<file path="config.mk">
export PLATFORM = sky130hd
export DESIGN_NAME = interrupt_priority_arbiter
export DESIGN_NICKNAME = d
export VERILOG_FILES = /design/src/hdl/prio_resolver.v /design/src/hdl/interrupt_priority_arbiter.v
export VERILOG_INCLUDE_DIRS = /design/src /design/src/hdl
export SDC_FILE = /design/constraint.sdc
export NUM_CORES = 1
export LEC_CHECK = 0
export CAP_MARGIN = 10
export CORE_UTILIZATION = 55
export CTS_CLUSTER_DIAMETER = 60
export DETAILED_ROUTE_END_ITERATION = 16
export DONT_BUFFER_PORTS = 1
export PLACE_DENSITY = 0.7
export SKIP_CTS_REPAIR_TIMING = 1
export SLEW_MARGIN = 15
export SYNTH_ARGS = -nofsm -noshare
export SYNTH_HDL_FRONTEND = slang
export SYNTH_SLANG_ARGS = --single-unit
</file>
<file path="constraint.sdc">
create_clock -name clk_sys -period 193.7 [get_ports clk_sys]
set_input_delay 29.055 -clock clk_sys [delete_from_list [all_inputs] [get_ports clk_sys]]
set_output_delay 29.055 -clock clk_sys [all_outputs]
set_load 0.05 [all_outputs]
</file>
<file path="src/hdl/irq_arb_defs.vh">
`ifndef IRQ_ARB_DEFS_VH
`define IRQ_ARB_DEFS_VH

// source count: natural order positions 0 to 53
`define NUM_SRC 54
`define LVL_W 3
`define IDX_W 6
`define VEC_W 8
// vector number = interrupt number + this
`define VEC_OFFSET 8'h08

// register word indices; byte address = index * 4
`define ADDR_W 8
`define IDX_FLAG0 6'h00
`define IDX_FLAG1 6'h01
`define IDX_EN0 6'h02
`define IDX_EN1 6'h03
`define IDX_PRIO0 6'h04
`define NUM_PRIO_REGS 14
`define IDX_PRIO_LAST 6'h11
`define IDX_VEC 6'h12
`define IDX_ISTAT 6'h13
`define IDX_IMASK 6'h14

// priority config: four 4-bit nibbles per 16-bit register
`define NIB_W 4
`define SRC_PER_PRIO 4

// vector readback fields
`define VEC_VALID_BIT 8
`define VEC_LVL_LSB 12

// interrupt status bits
`define ISTAT_W 2
`define IST_NEW_REQ 0
`define IST_WIN_CHG 1

// reset values
`define RST_FLAG 1'b0
`define RST_EN 1'b0
`define RST_PRIO 3'h0
`define RST_ISTAT 2'h0
`define RST_IMASK 2'h0

// bus responses
`define RESP_OKAY 2'h0
`define RESP_SLVERR 2'h2

`endif

</file>
<file path="src/hdl/prio_resolver.v">
`timescale 1ns/1ns
`include "irq_arb_defs.vh"

module prio_resolver (
  // candidates
  input wire [`NUM_SRC-1:0] active,
  input wire [`NUM_SRC*`LVL_W-1:0] levels,
  // winner
  output wire win_valid,
  output wire [`IDX_W-1:0] win_idx,
  output wire [`LVL_W-1:0] win_lvl
);

  wire [`LVL_W-1:0] best_lvl [0:`NUM_SRC];
  wire [`IDX_W-1:0] best_idx [0:`NUM_SRC];

  assign best_lvl[0] = {`LVL_W{1'b0}};
  assign best_idx[0] = {`IDX_W{1'b0}};

  // scan from position 0 upward; a later source replaces only on a strictly
  // higher level, so ties stay with the lower interrupt number
  genvar i;
  generate
    for (i = 0; i < `NUM_SRC; i = i + 1) begin : g_scan
      // a genvar cannot be part-selected, so the position is held at index width
      localparam [`IDX_W-1:0] POS = i;
      wire [`LVL_W-1:0] lvl = levels[i*`LVL_W +: `LVL_W];
      wire take = active[i] && (lvl > best_lvl[i]);
      assign best_lvl[i+1] = take ? lvl : best_lvl[i];
      assign best_idx[i+1] = take ? POS : best_idx[i];
    end
  endgenerate

  // level 0 can never beat the initial 0, so it is never chosen
  assign win_valid = (best_lvl[`NUM_SRC] != {`LVL_W{1'b0}});
  assign win_idx = best_idx[`NUM_SRC];
  assign win_lvl = best_lvl[`NUM_SRC];

endmodule

</file>
<file path="src/hdl/interrupt_priority_arbiter.v">
`timescale 1ns/1ns
`include "irq_arb_defs.vh"

module interrupt_priority_arbiter (
  // clock and reset
  input wire clk_sys,
  input wire rst_b,
  // request events from peripherals and external pins
  input wire [`NUM_SRC-1:0] src_event,
  // axi4-lite write address
  input wire [`ADDR_W-1:0] awaddr,
  input wire awvalid,
  output reg awready,
  // axi4-lite write data
  input wire [31:0] wdata,
  input wire [3:0] wstrb,
  input wire wvalid,
  output reg wready,
  // axi4-lite write response
  output reg [1:0] bresp,
  output reg bvalid,
  input wire bready,
  // axi4-lite read address
  input wire [`ADDR_W-1:0] araddr,
  input wire arvalid,
  output reg arready,
  // axi4-lite read data
  output reg [31:0] rdata,
  output reg [1:0] rresp,
  output reg rvalid,
  input wire rready,
  // to the processor core
  output reg core_request,
  output reg [`VEC_W-1:0] core_vector,
  output reg [`LVL_W-1:0] core_level,
  // interrupt line
  output reg irq
);

  ////////////////////////////////////////////////////////////////////////////
  // write channel capture

  reg aw_held;
  reg w_held;
  reg [`ADDR_W-1:0] aw_addr_q;
  reg [31:0] wdata_q;
  reg [3:0] wstrb_q;
  wire wr_fire;
  wire [5:0] wr_idx;
  wire wr_mapped;

  assign wr_fire = aw_held && w_held && !bvalid;
  assign wr_idx = aw_addr_q[7:2];
  assign wr_mapped = (wr_idx <= `IDX_IMASK) && (wr_idx != `IDX_VEC);

  // address and data are taken in either order; both stall until the
  // response is accepted, so at most one write is in flight
  always @(posedge clk_sys or negedge rst_b) begin
    if (!rst_b) begin
      aw_held <= 1'b0;
      w_held <= 1'b0;
      aw_addr_q <= {`ADDR_W{1'b0}};
      wdata_q <= 32'h0;
      wstrb_q <= 4'h0;
      awready <= 1'b1;
      wready <= 1'b1;
      bvalid <= 1'b0;
      bresp <= `RESP_OKAY;
    end else begin
      if (awvalid && awready) begin
        aw_held <= 1'b1;
        aw_addr_q <= awaddr;
        awready <= 1'b0;
      end
      if (wvalid && wready) begin
        w_held <= 1'b1;
        wdata_q <= wdata;
        wstrb_q <= wstrb;
        wready <= 1'b0;
      end
      if (wr_fire) begin
        aw_held <= 1'b0;
        w_held <= 1'b0;
        bvalid <= 1'b1;
        bresp <= wr_mapped ? `RESP_OKAY : `RESP_SLVERR;
      end
      if (bvalid && bready) begin
        bvalid <= 1'b0;
        awready <= 1'b1;
        wready <= 1'b1;
      end
    end
  end

  ////////////////////////////////////////////////////////////////////////////
  // per-source flags, enables and priorities

  reg [`NUM_SRC-1:0] flag;
  reg [`NUM_SRC-1:0] enable;
  reg [`NUM_SRC*`LVL_W-1:0] prio;
  wire [`NUM_SRC-1:0] pending;
  wire [`NUM_PRIO_REGS*16-1:0] prio_nib;

  genvar i;
  generate
    for (i = 0; i < `NUM_SRC; i = i + 1) begin : g_src
      localparam [5:0] FLAG_W = `IDX_FLAG0 + i / 32;
      localparam [5:0] EN_W = `IDX_EN0 + i / 32;
      localparam [5:0] PRIO_W = `IDX_PRIO0 + i / `SRC_PER_PRIO;
      localparam BIT = i % 32;
      localparam NIB = i % `SRC_PER_PRIO;
      wire clr;
      wire en_wr;
      wire prio_wr;

      assign clr = wr_fire && (wr_idx == FLAG_W) && wstrb_q[BIT/8] && wdata_q[BIT];
      assign en_wr = wr_fire && (wr_idx == EN_W) && wstrb_q[BIT/8];
      assign prio_wr = wr_fire && (wr_idx == PRIO_W) && wstrb_q[NIB/2];

      // a new event in the clearing cycle keeps the flag set
      always @(posedge clk_sys or negedge rst_b) begin
        if (!rst_b) begin
          flag[i] <= `RST_FLAG;
        end else begin
          flag[i] <= (flag[i] && !clr) || src_event[i];
        end
      end

      always @(posedge clk_sys or negedge rst_b) begin
        if (!rst_b) begin
          enable[i] <= `RST_EN;
        end else if (en_wr) begin
          enable[i] <= wdata_q[BIT];
        end
      end

      // bit 3 of the nibble is dropped on write
      always @(posedge clk_sys or negedge rst_b) begin
        if (!rst_b) begin
          prio[i*`LVL_W +: `LVL_W] <= `RST_PRIO;
        end else if (prio_wr) begin
          prio[i*`LVL_W +: `LVL_W] <= wdata_q[NIB*`NIB_W +: `LVL_W];
        end
      end

      assign prio_nib[i*`NIB_W +: `NIB_W] = {1'b0, prio[i*`LVL_W +: `LVL_W]};
      assign pending[i] = flag[i] && enable[i];
    end
  endgenerate

  // nibbles past the last source read as zero
  assign prio_nib[`NUM_PRIO_REGS*16-1:`NUM_SRC*`NIB_W] = {(`NUM_PRIO_REGS*16-`NUM_SRC*`NIB_W){1'b0}};

  ////////////////////////////////////////////////////////////////////////////
  // arbitration

  wire win_valid;
  wire [`IDX_W-1:0] win_idx;
  wire [`LVL_W-1:0] win_lvl;
  wire [`VEC_W-1:0] win_vector;

  prio_resolver u_resolver (
    .active(pending),
    .levels(prio),
    .win_valid(win_valid),
    .win_idx(win_idx),
    .win_lvl(win_lvl)
  );

  assign win_vector = {{(`VEC_W-`IDX_W){1'b0}}, win_idx} + `VEC_OFFSET;

  // the core sees a registered copy, refreshed every cycle; a request
  // withdrawn by software disappears one cycle after the flag clears
  always @(posedge clk_sys or negedge rst_b) begin
    if (!rst_b) begin
      core_request <= 1'b0;
      core_vector <= {`VEC_W{1'b0}};
      core_level <= {`LVL_W{1'b0}};
    end else begin
      core_request <= win_valid;
      core_vector <= win_valid ? win_vector : {`VEC_W{1'b0}};
      core_level <= win_lvl;
    end
  end

  ////////////////////////////////////////////////////////////////////////////
  // interrupt status and mask

  reg [`ISTAT_W-1:0] istat;
  reg [`ISTAT_W-1:0] imask;
  wire [`ISTAT_W-1:0] ievent;
  wire [`ISTAT_W-1:0] iclr;
  wire [`ISTAT_W-1:0] next_istat;

  assign ievent[`IST_NEW_REQ] = win_valid && !core_request;
  assign ievent[`IST_WIN_CHG] = win_valid && core_request && (win_vector != core_vector);
  assign iclr = (wr_fire && (wr_idx == `IDX_ISTAT) && wstrb_q[0]) ? wdata_q[`ISTAT_W-1:0] : {`ISTAT_W{1'b0}};
  assign next_istat = (istat & ~iclr) | ievent;

  always @(posedge clk_sys or negedge rst_b) begin
    if (!rst_b) begin
      istat <= `RST_ISTAT;
      imask <= `RST_IMASK;
      irq <= 1'b0;
    end else begin
      istat <= next_istat;
      if (wr_fire && (wr_idx == `IDX_IMASK) && wstrb_q[0]) begin
        imask <= wdata_q[`ISTAT_W-1:0];
      end
      irq <= |(istat & imask);
    end
  end

  ////////////////////////////////////////////////////////////////////////////
  // read channel

  reg [31:0] next_rdata;
  reg next_rerr;
  wire [5:0] rd_idx;

  assign rd_idx = araddr[7:2];

  always @* begin
    next_rdata = 32'h0;
    next_rerr = 1'b0;
    case (rd_idx)
      `IDX_FLAG0: next_rdata = flag[31:0];
      `IDX_FLAG1: next_rdata = {{(64-`NUM_SRC){1'b0}}, flag[`NUM_SRC-1:32]};
      `IDX_EN0: next_rdata = enable[31:0];
      `IDX_EN1: next_rdata = {{(64-`NUM_SRC){1'b0}}, enable[`NUM_SRC-1:32]};
      `IDX_VEC: begin
        next_rdata[`VEC_W-1:0] = core_vector;
        next_rdata[`VEC_VALID_BIT] = core_request;
        next_rdata[`VEC_LVL_LSB +: `LVL_W] = core_level;
      end
      `IDX_ISTAT: next_rdata = {{(32-`ISTAT_W){1'b0}}, istat};
      `IDX_IMASK: next_rdata = {{(32-`ISTAT_W){1'b0}}, imask};
      default: begin
        if (rd_idx >= `IDX_PRIO0 && rd_idx <= `IDX_PRIO_LAST) begin
          next_rdata = {16'h0, prio_nib[(rd_idx - `IDX_PRIO0)*16 +: 16]};
        end else begin
          next_rerr = 1'b1;
        end
      end
    endcase
  end

  // one read in flight; arready drops until the data is taken
  always @(posedge clk_sys or negedge rst_b) begin
    if (!rst_b) begin
      arready <= 1'b1;
      rvalid <= 1'b0;
      rdata <= 32'h0;
      rresp <= `RESP_OKAY;
    end else begin
      if (arvalid && arready) begin
        arready <= 1'b0;
        rvalid <= 1'b1;
        rdata <= next_rdata;
        rresp <= next_rerr ? `RESP_SLVERR : `RESP_OKAY;
      end else if (rvalid && rready) begin
        rvalid <= 1'b0;
        arready <= 1'b1;
      end
    end
  end

endmodule

</file>
==> flow_results.xml <==
<?xml version="1.0" encoding="UTF-8"?>
<metrics>
  <group name="final_layout">
    <metric name="final_core_utilization" unit="%">60.5</metric>
    <metric name="layout-area-overhead-vs-synth" unit="%">8.74</metric>
    <metric name="post_route_cells_drive_above_1_share" unit="%">15.6</metric>
    <metric name="fin_nets" unit="">2748</metric>
    <metric name="num-fill-cells" unit="">3729</metric>
    <metric name="finish.instance_area" unit="sq um">26000</metric>
  </group>
  <group name="placement">
    <metric name="dp_hpwl" unit="mm">63.3</metric>
    <metric name="numPortBuffers" unit="">0</metric>
    <metric name="placed_cell_area" unit="sq um">24400</metric>
    <metric name="gpl.final_weighted_congestion" unit="">1.02</metric>
  </group>
  <group name="synth">
    <metric name="netlist_top_cells_count" unit="">366 x sky130_fd_sc_hd__dfrtp_1, 326 x sky130_fd_sc_hd__nand2_1, 219 x sky130_fd_sc_hd__nor2_1</metric>
    <metric name="synth_edf_count" unit="">0</metric>
    <metric name="average_footprint_of_a_synthesized_cell" unit="sq um">9.22</metric>
    <metric name="post_synth_inst_count" unit="">2595</metric>
    <metric name="post_synth_main_area_contributors" unit="">sky130_fd_sc_hd__dfrtp_1 38%, sky130_fd_sc_hd__mux2_2 9.7%, sky130_fd_sc_hd__nand2_1 5.1%, sky130_fd_sc_hd__o21ai_0 3.7%, sky130_fd_sc_hd__nor2_1 3.4%</metric>
    <metric name="synth.largest_area_cell" unit="">sky130_fd_sc_hd__dfrtp_1</metric>
    <metric name="yosysUniqueCellTypes" unit="">112</metric>
    <metric name="yosysWarnings" unit="">0</metric>
    <metric name="yosys_register_bits" unit="">369</metric>
    <metric name="yosys.cell_count.top_type" unit="">sky130_fd_sc_hd__dfrtp_1</metric>
    <metric name="seq_area_frac_synth" unit="%">38.6</metric>
    <metric name="syn-cell-area" unit="sq um">23900</metric>
    <metric name="post-synth-top-area-fraction" unit="%">38.3</metric>
    <metric name="synth_ff_type" unit="">sky130_fd_sc_hd__dfrtp_1</metric>
    <metric name="postSynth.asyncResetShare" unit="%">100</metric>
  </group>
  <group name="sta">
    <metric name="final_worst_path_period_need" unit="ns">73.88</metric>
    <metric name="hold_ws" unit="ns">0.505</metric>
    <metric name="final-hold-violation-count" unit="">0</metric>
    <metric name="finalSetupViolations" unit="">0</metric>
    <metric name="min_period_over_period" unit="%">38.1</metric>
    <metric name="grt_setup_unrepaired" unit="">no</metric>
    <metric name="worst_clock_skew_on_the_final_layout" unit="ns">0.0259</metric>
    <metric name="max_clk_rate" unit="GHz">0.0135</metric>
    <metric name="fin_setup_tns" unit="ns">0</metric>
    <metric name="final-max-slew-violation-count" unit="">115</metric>
    <metric name="timing.max_slew.rel_slack" unit="%">-11.0</metric>
    <metric name="tightest_slew" unit="ns">1.66</metric>
  </group>
  <group name="route">
    <metric name="route.detailed.drc" unit="">0</metric>
    <metric name="routed-via-count" unit="">21600</metric>
    <metric name="drt-total-wl" unit="mm">86.5</metric>
    <metric name="drtPass1Iterations" unit="">6</metric>
    <metric name="avgViaCountPerCell" unit="">6.76</metric>
    <metric name="dr.first_iter.drc_count" unit="">2555</metric>
    <metric name="postRouteAntennaNets" unit="">0</metric>
    <metric name="detail_route.wl_per_cell" unit="microns">27.1</metric>
  </group>
  <group name="worst_hold_path">
    <metric name="holdCritStartpoint" unit="">flag[32]</metric>
    <metric name="holdPathStages" unit="">1</metric>
    <metric name="hold_path.class" unit="">flip-flop to flip-flop</metric>
    <metric name="worstHoldEndpoint" unit="">flag[32]</metric>
  </group>
  <group name="setup_path">
    <metric name="end_kind" unit="">flip-flop</metric>
    <metric name="cpMaxStageDelayCell" unit="">sky130_fd_sc_hd__o311ai_0</metric>
    <metric name="worst_setup_path_category" unit="">flip-flop to flip-flop</metric>
    <metric name="worst_path_largest_cell_delay" unit="ns">0.96</metric>
    <metric name="critical_path.reg2reg.startpoint" unit="">flag[0]</metric>
    <metric name="ff2ff_setup_slack" unit="ns">119.82</metric>
    <metric name="critPathMostFrequentCell" unit="">sky130_fd_sc_hd__nor2_1</metric>
    <metric name="r2r-end" unit="">istat[1]</metric>
    <metric name="worst_setup_path_start_kind" unit="">flip-flop</metric>
    <metric name="worst_endpoint_required_time" unit="ns">194.17</metric>
    <metric name="reg2reg_depth" unit="">354</metric>
    <metric name="crit_arrival" unit="ns">74.35</metric>
    <metric name="timing.critical_path.fanout_max" unit="">16</metric>
  </group>
  <group name="clocking">
    <metric name="clk_pin_slew" unit="ns">0.06</metric>
    <metric name="clk_latency" unit="ns">0.61</metric>
    <metric name="clockBufferDepth" unit="">3</metric>
    <metric name="cts_tree" unit="">built</metric>
    <metric name="cts_max_level" unit="">2</metric>
    <metric name="cts_num_sinks" unit="">369</metric>
    <metric name="cts_made_buffers" unit="">45</metric>
    <metric name="root_buffer" unit="">sky130_fd_sc_hd__clkbuf_16</metric>
  </group>
  <group name="floorplan">
    <metric name="core_region_area" unit="sq um">43000</metric>
    <metric name="fp.dieW" unit="microns">211</metric>
    <metric name="start_util" unit="%">55.7</metric>
    <metric name="floorplan.die.height" unit="microns">211</metric>
    <metric name="fp-row-count" unit="">76</metric>
    <metric name="die_area" unit="sq um">44300</metric>
    <metric name="pin_count" unit="">167</metric>
  </group>
  <group name="global_routing">
    <metric name="grt_antenna_before_repair" unit="">2</metric>
    <metric name="first_global_vias" unit="">20800</metric>
    <metric name="grt_max_degree" unit="">370</metric>
    <metric name="groute.usage.overall" unit="%">39.3</metric>
    <metric name="grt_first_pass_wirelength" unit="mm">129</metric>
    <metric name="global_route.overflow_total" unit="">0</metric>
  </group>
  <group name="pwr">
    <metric name="vdd_drop_max" unit="V">0.0000118</metric>
    <metric name="power.density_cell_area" unit="nW/um^2">13.9</metric>
    <metric name="leakagePower" unit="nW">11.2</metric>
    <metric name="fin_total_pwr" unit="uW">362</metric>
  </group>
  <group name="run">
    <metric name="maxCapViolations" unit="">0</metric>
  </group>
  <group name="status">
    <metric name="outcome" unit="">finished with violations</metric>
    <metric name="violated_checks" unit="">max-slew violations</metric>
  </group>
</metrics>
-- power breakdown --
part	switching [mW]	total (mW)	leakage, nW	internal, mW
registers	0.0408	0.136	4.73	0.0952
logic	0.0804	0.136	5.72	0.0554
clock network	0.0365	0.0901	0.749	0.0536
-- cells by family (layout without fill, tap and decap cells) --
| family | after synthesis | in the layout | synth area share, % |
|---|---|---|---|
| other cells | 1 | 5 | 0.0157 |
| mux | 267 | 267 | 13.8 |
| simple gates | 932 | 932 | 18.3 |
| xor+xnor | 7 | 7 | 0.288 |
| flops | 369 | 369 | 38.6 |
| compound gates | 750 | 750 | 22.1 |
| fa+ha+maj | 72 | 72 | 3.67 |
| buf+inv | 197 | 208 | 3.20 |
-- layer usage --
metal | vias to the layer above | part of all wire [%] | GRT usage (%)
li1 | 9594 | - | -
met5 | - | 0.030 | 0
met3 | 278 | 11 | 9.82
met1 | 10500 | 39 | 51.1
met2 | 1208 | 43 | 58.8
met4 | 4 | 6.9 | 24.6
-- how the worst max path moves through the flow --
stage	end	slack [ns]	startpoint
after global placement	istat[1]	122.32	flag[0]
after global routing	istat[1]	113.61	flag[0]
final	istat[1]	119.82	flag[0]
after floorplan	istat[1]	130.70	flag[0]
after detailed placement	istat[1]	121.39	flag[0]
after CTS	istat[1]	120.90	flag[0]
-- flip-flops by register name (all words and copies together), names as in the netlist, 3 cells and up --
name and flops:
prio 162, wdata_q 32, rdata 32, aw_addr_q 6, enable 54, core_vector 7, flag 54, core_level 3
wstrb_q 4
-- per-stage QoR --
step,cells,worst slack [ns]
global placement,3111,122.32
floorplan,2598,130.70
CTS,3194,120.90
global route,3195,113.61
finish,3195,119.82
detailed placement,3111,121.39
-- worst max-delay path, delay by kind of cell (launching register included) --
family / cells / cell delay, ns
simple gates: 142 / 20.97
flops: 1 / 0.41
buf+inv: 9 / 0.63
fa+ha+maj: 63 / 17.58
xor+xnor: 1 / 0.15
compound gates: 130 / 30.40
mux: 9 / 3.44
-- final cells by class --
class                   instances  area [sq um]  share of cell area [%]
multi-input cells            2032         14000                    53.6
repair buffers                 15           113                   0.433
well taps                     585           732                    2.81
diodes                          1          2.50                 0.00962
clock inverters                21           282                    1.08
inverters                     110           413                    1.59
flip-flops and latches        369          9240                    35.5
clock buffers                  62          1280                    4.93
-- placed cells by master (no fill, tap or decap), types with 18 or more instances in the layout --
| cell type | n |
|---|---|
| sky130_fd_sc_hd__a221oi_1 | 18 |
| sky130_fd_sc_hd__nor2b_1 | 25 |
| sky130_fd_sc_hd__o31ai_1 | 20 |
| sky130_fd_sc_hd__a21o_1 | 67 |
| sky130_fd_sc_hd__or3_1 | 20 |
| sky130_fd_sc_hd__a31oi_1 | 37 |
| sky130_fd_sc_hd__nor2_1 | 219 |
| sky130_fd_sc_hd__inv_1 | 108 |
| sky130_fd_sc_hd__o211ai_1 | 38 |
| sky130_fd_sc_hd__clkbuf_16 | 47 |
| sky130_fd_sc_hd__dfrtp_1 | 365 |
| sky130_fd_sc_hd__mux2i_1 | 30 |
| sky130_fd_sc_hd__or2_2 | 20 |
| sky130_fd_sc_hd__a211oi_1 | 19 |
| sky130_fd_sc_hd__nor3_1 | 44 |
| sky130_fd_sc_hd__mux2_2 | 207 |
| sky130_fd_sc_hd__and3_1 | 44 |
| sky130_fd_sc_hd__o21a_1 | 25 |
| sky130_fd_sc_hd__o21ai_0 | 175 |
| sky130_fd_sc_hd__nand2_1 | 324 |
| sky130_fd_sc_hd__ha_1 | 62 |
| sky130_fd_sc_hd__mux4_2 | 30 |
| sky130_fd_sc_hd__a21oi_1 | 99 |
| sky130_fd_sc_hd__a22oi_1 | 42 |
| sky130_fd_sc_hd__o22ai_1 | 24 |
| sky130_fd_sc_hd__and2_1 | 44 |
| sky130_fd_sc_hd__nand3_1 | 107 |
Power figures use the tool's default switching activity.
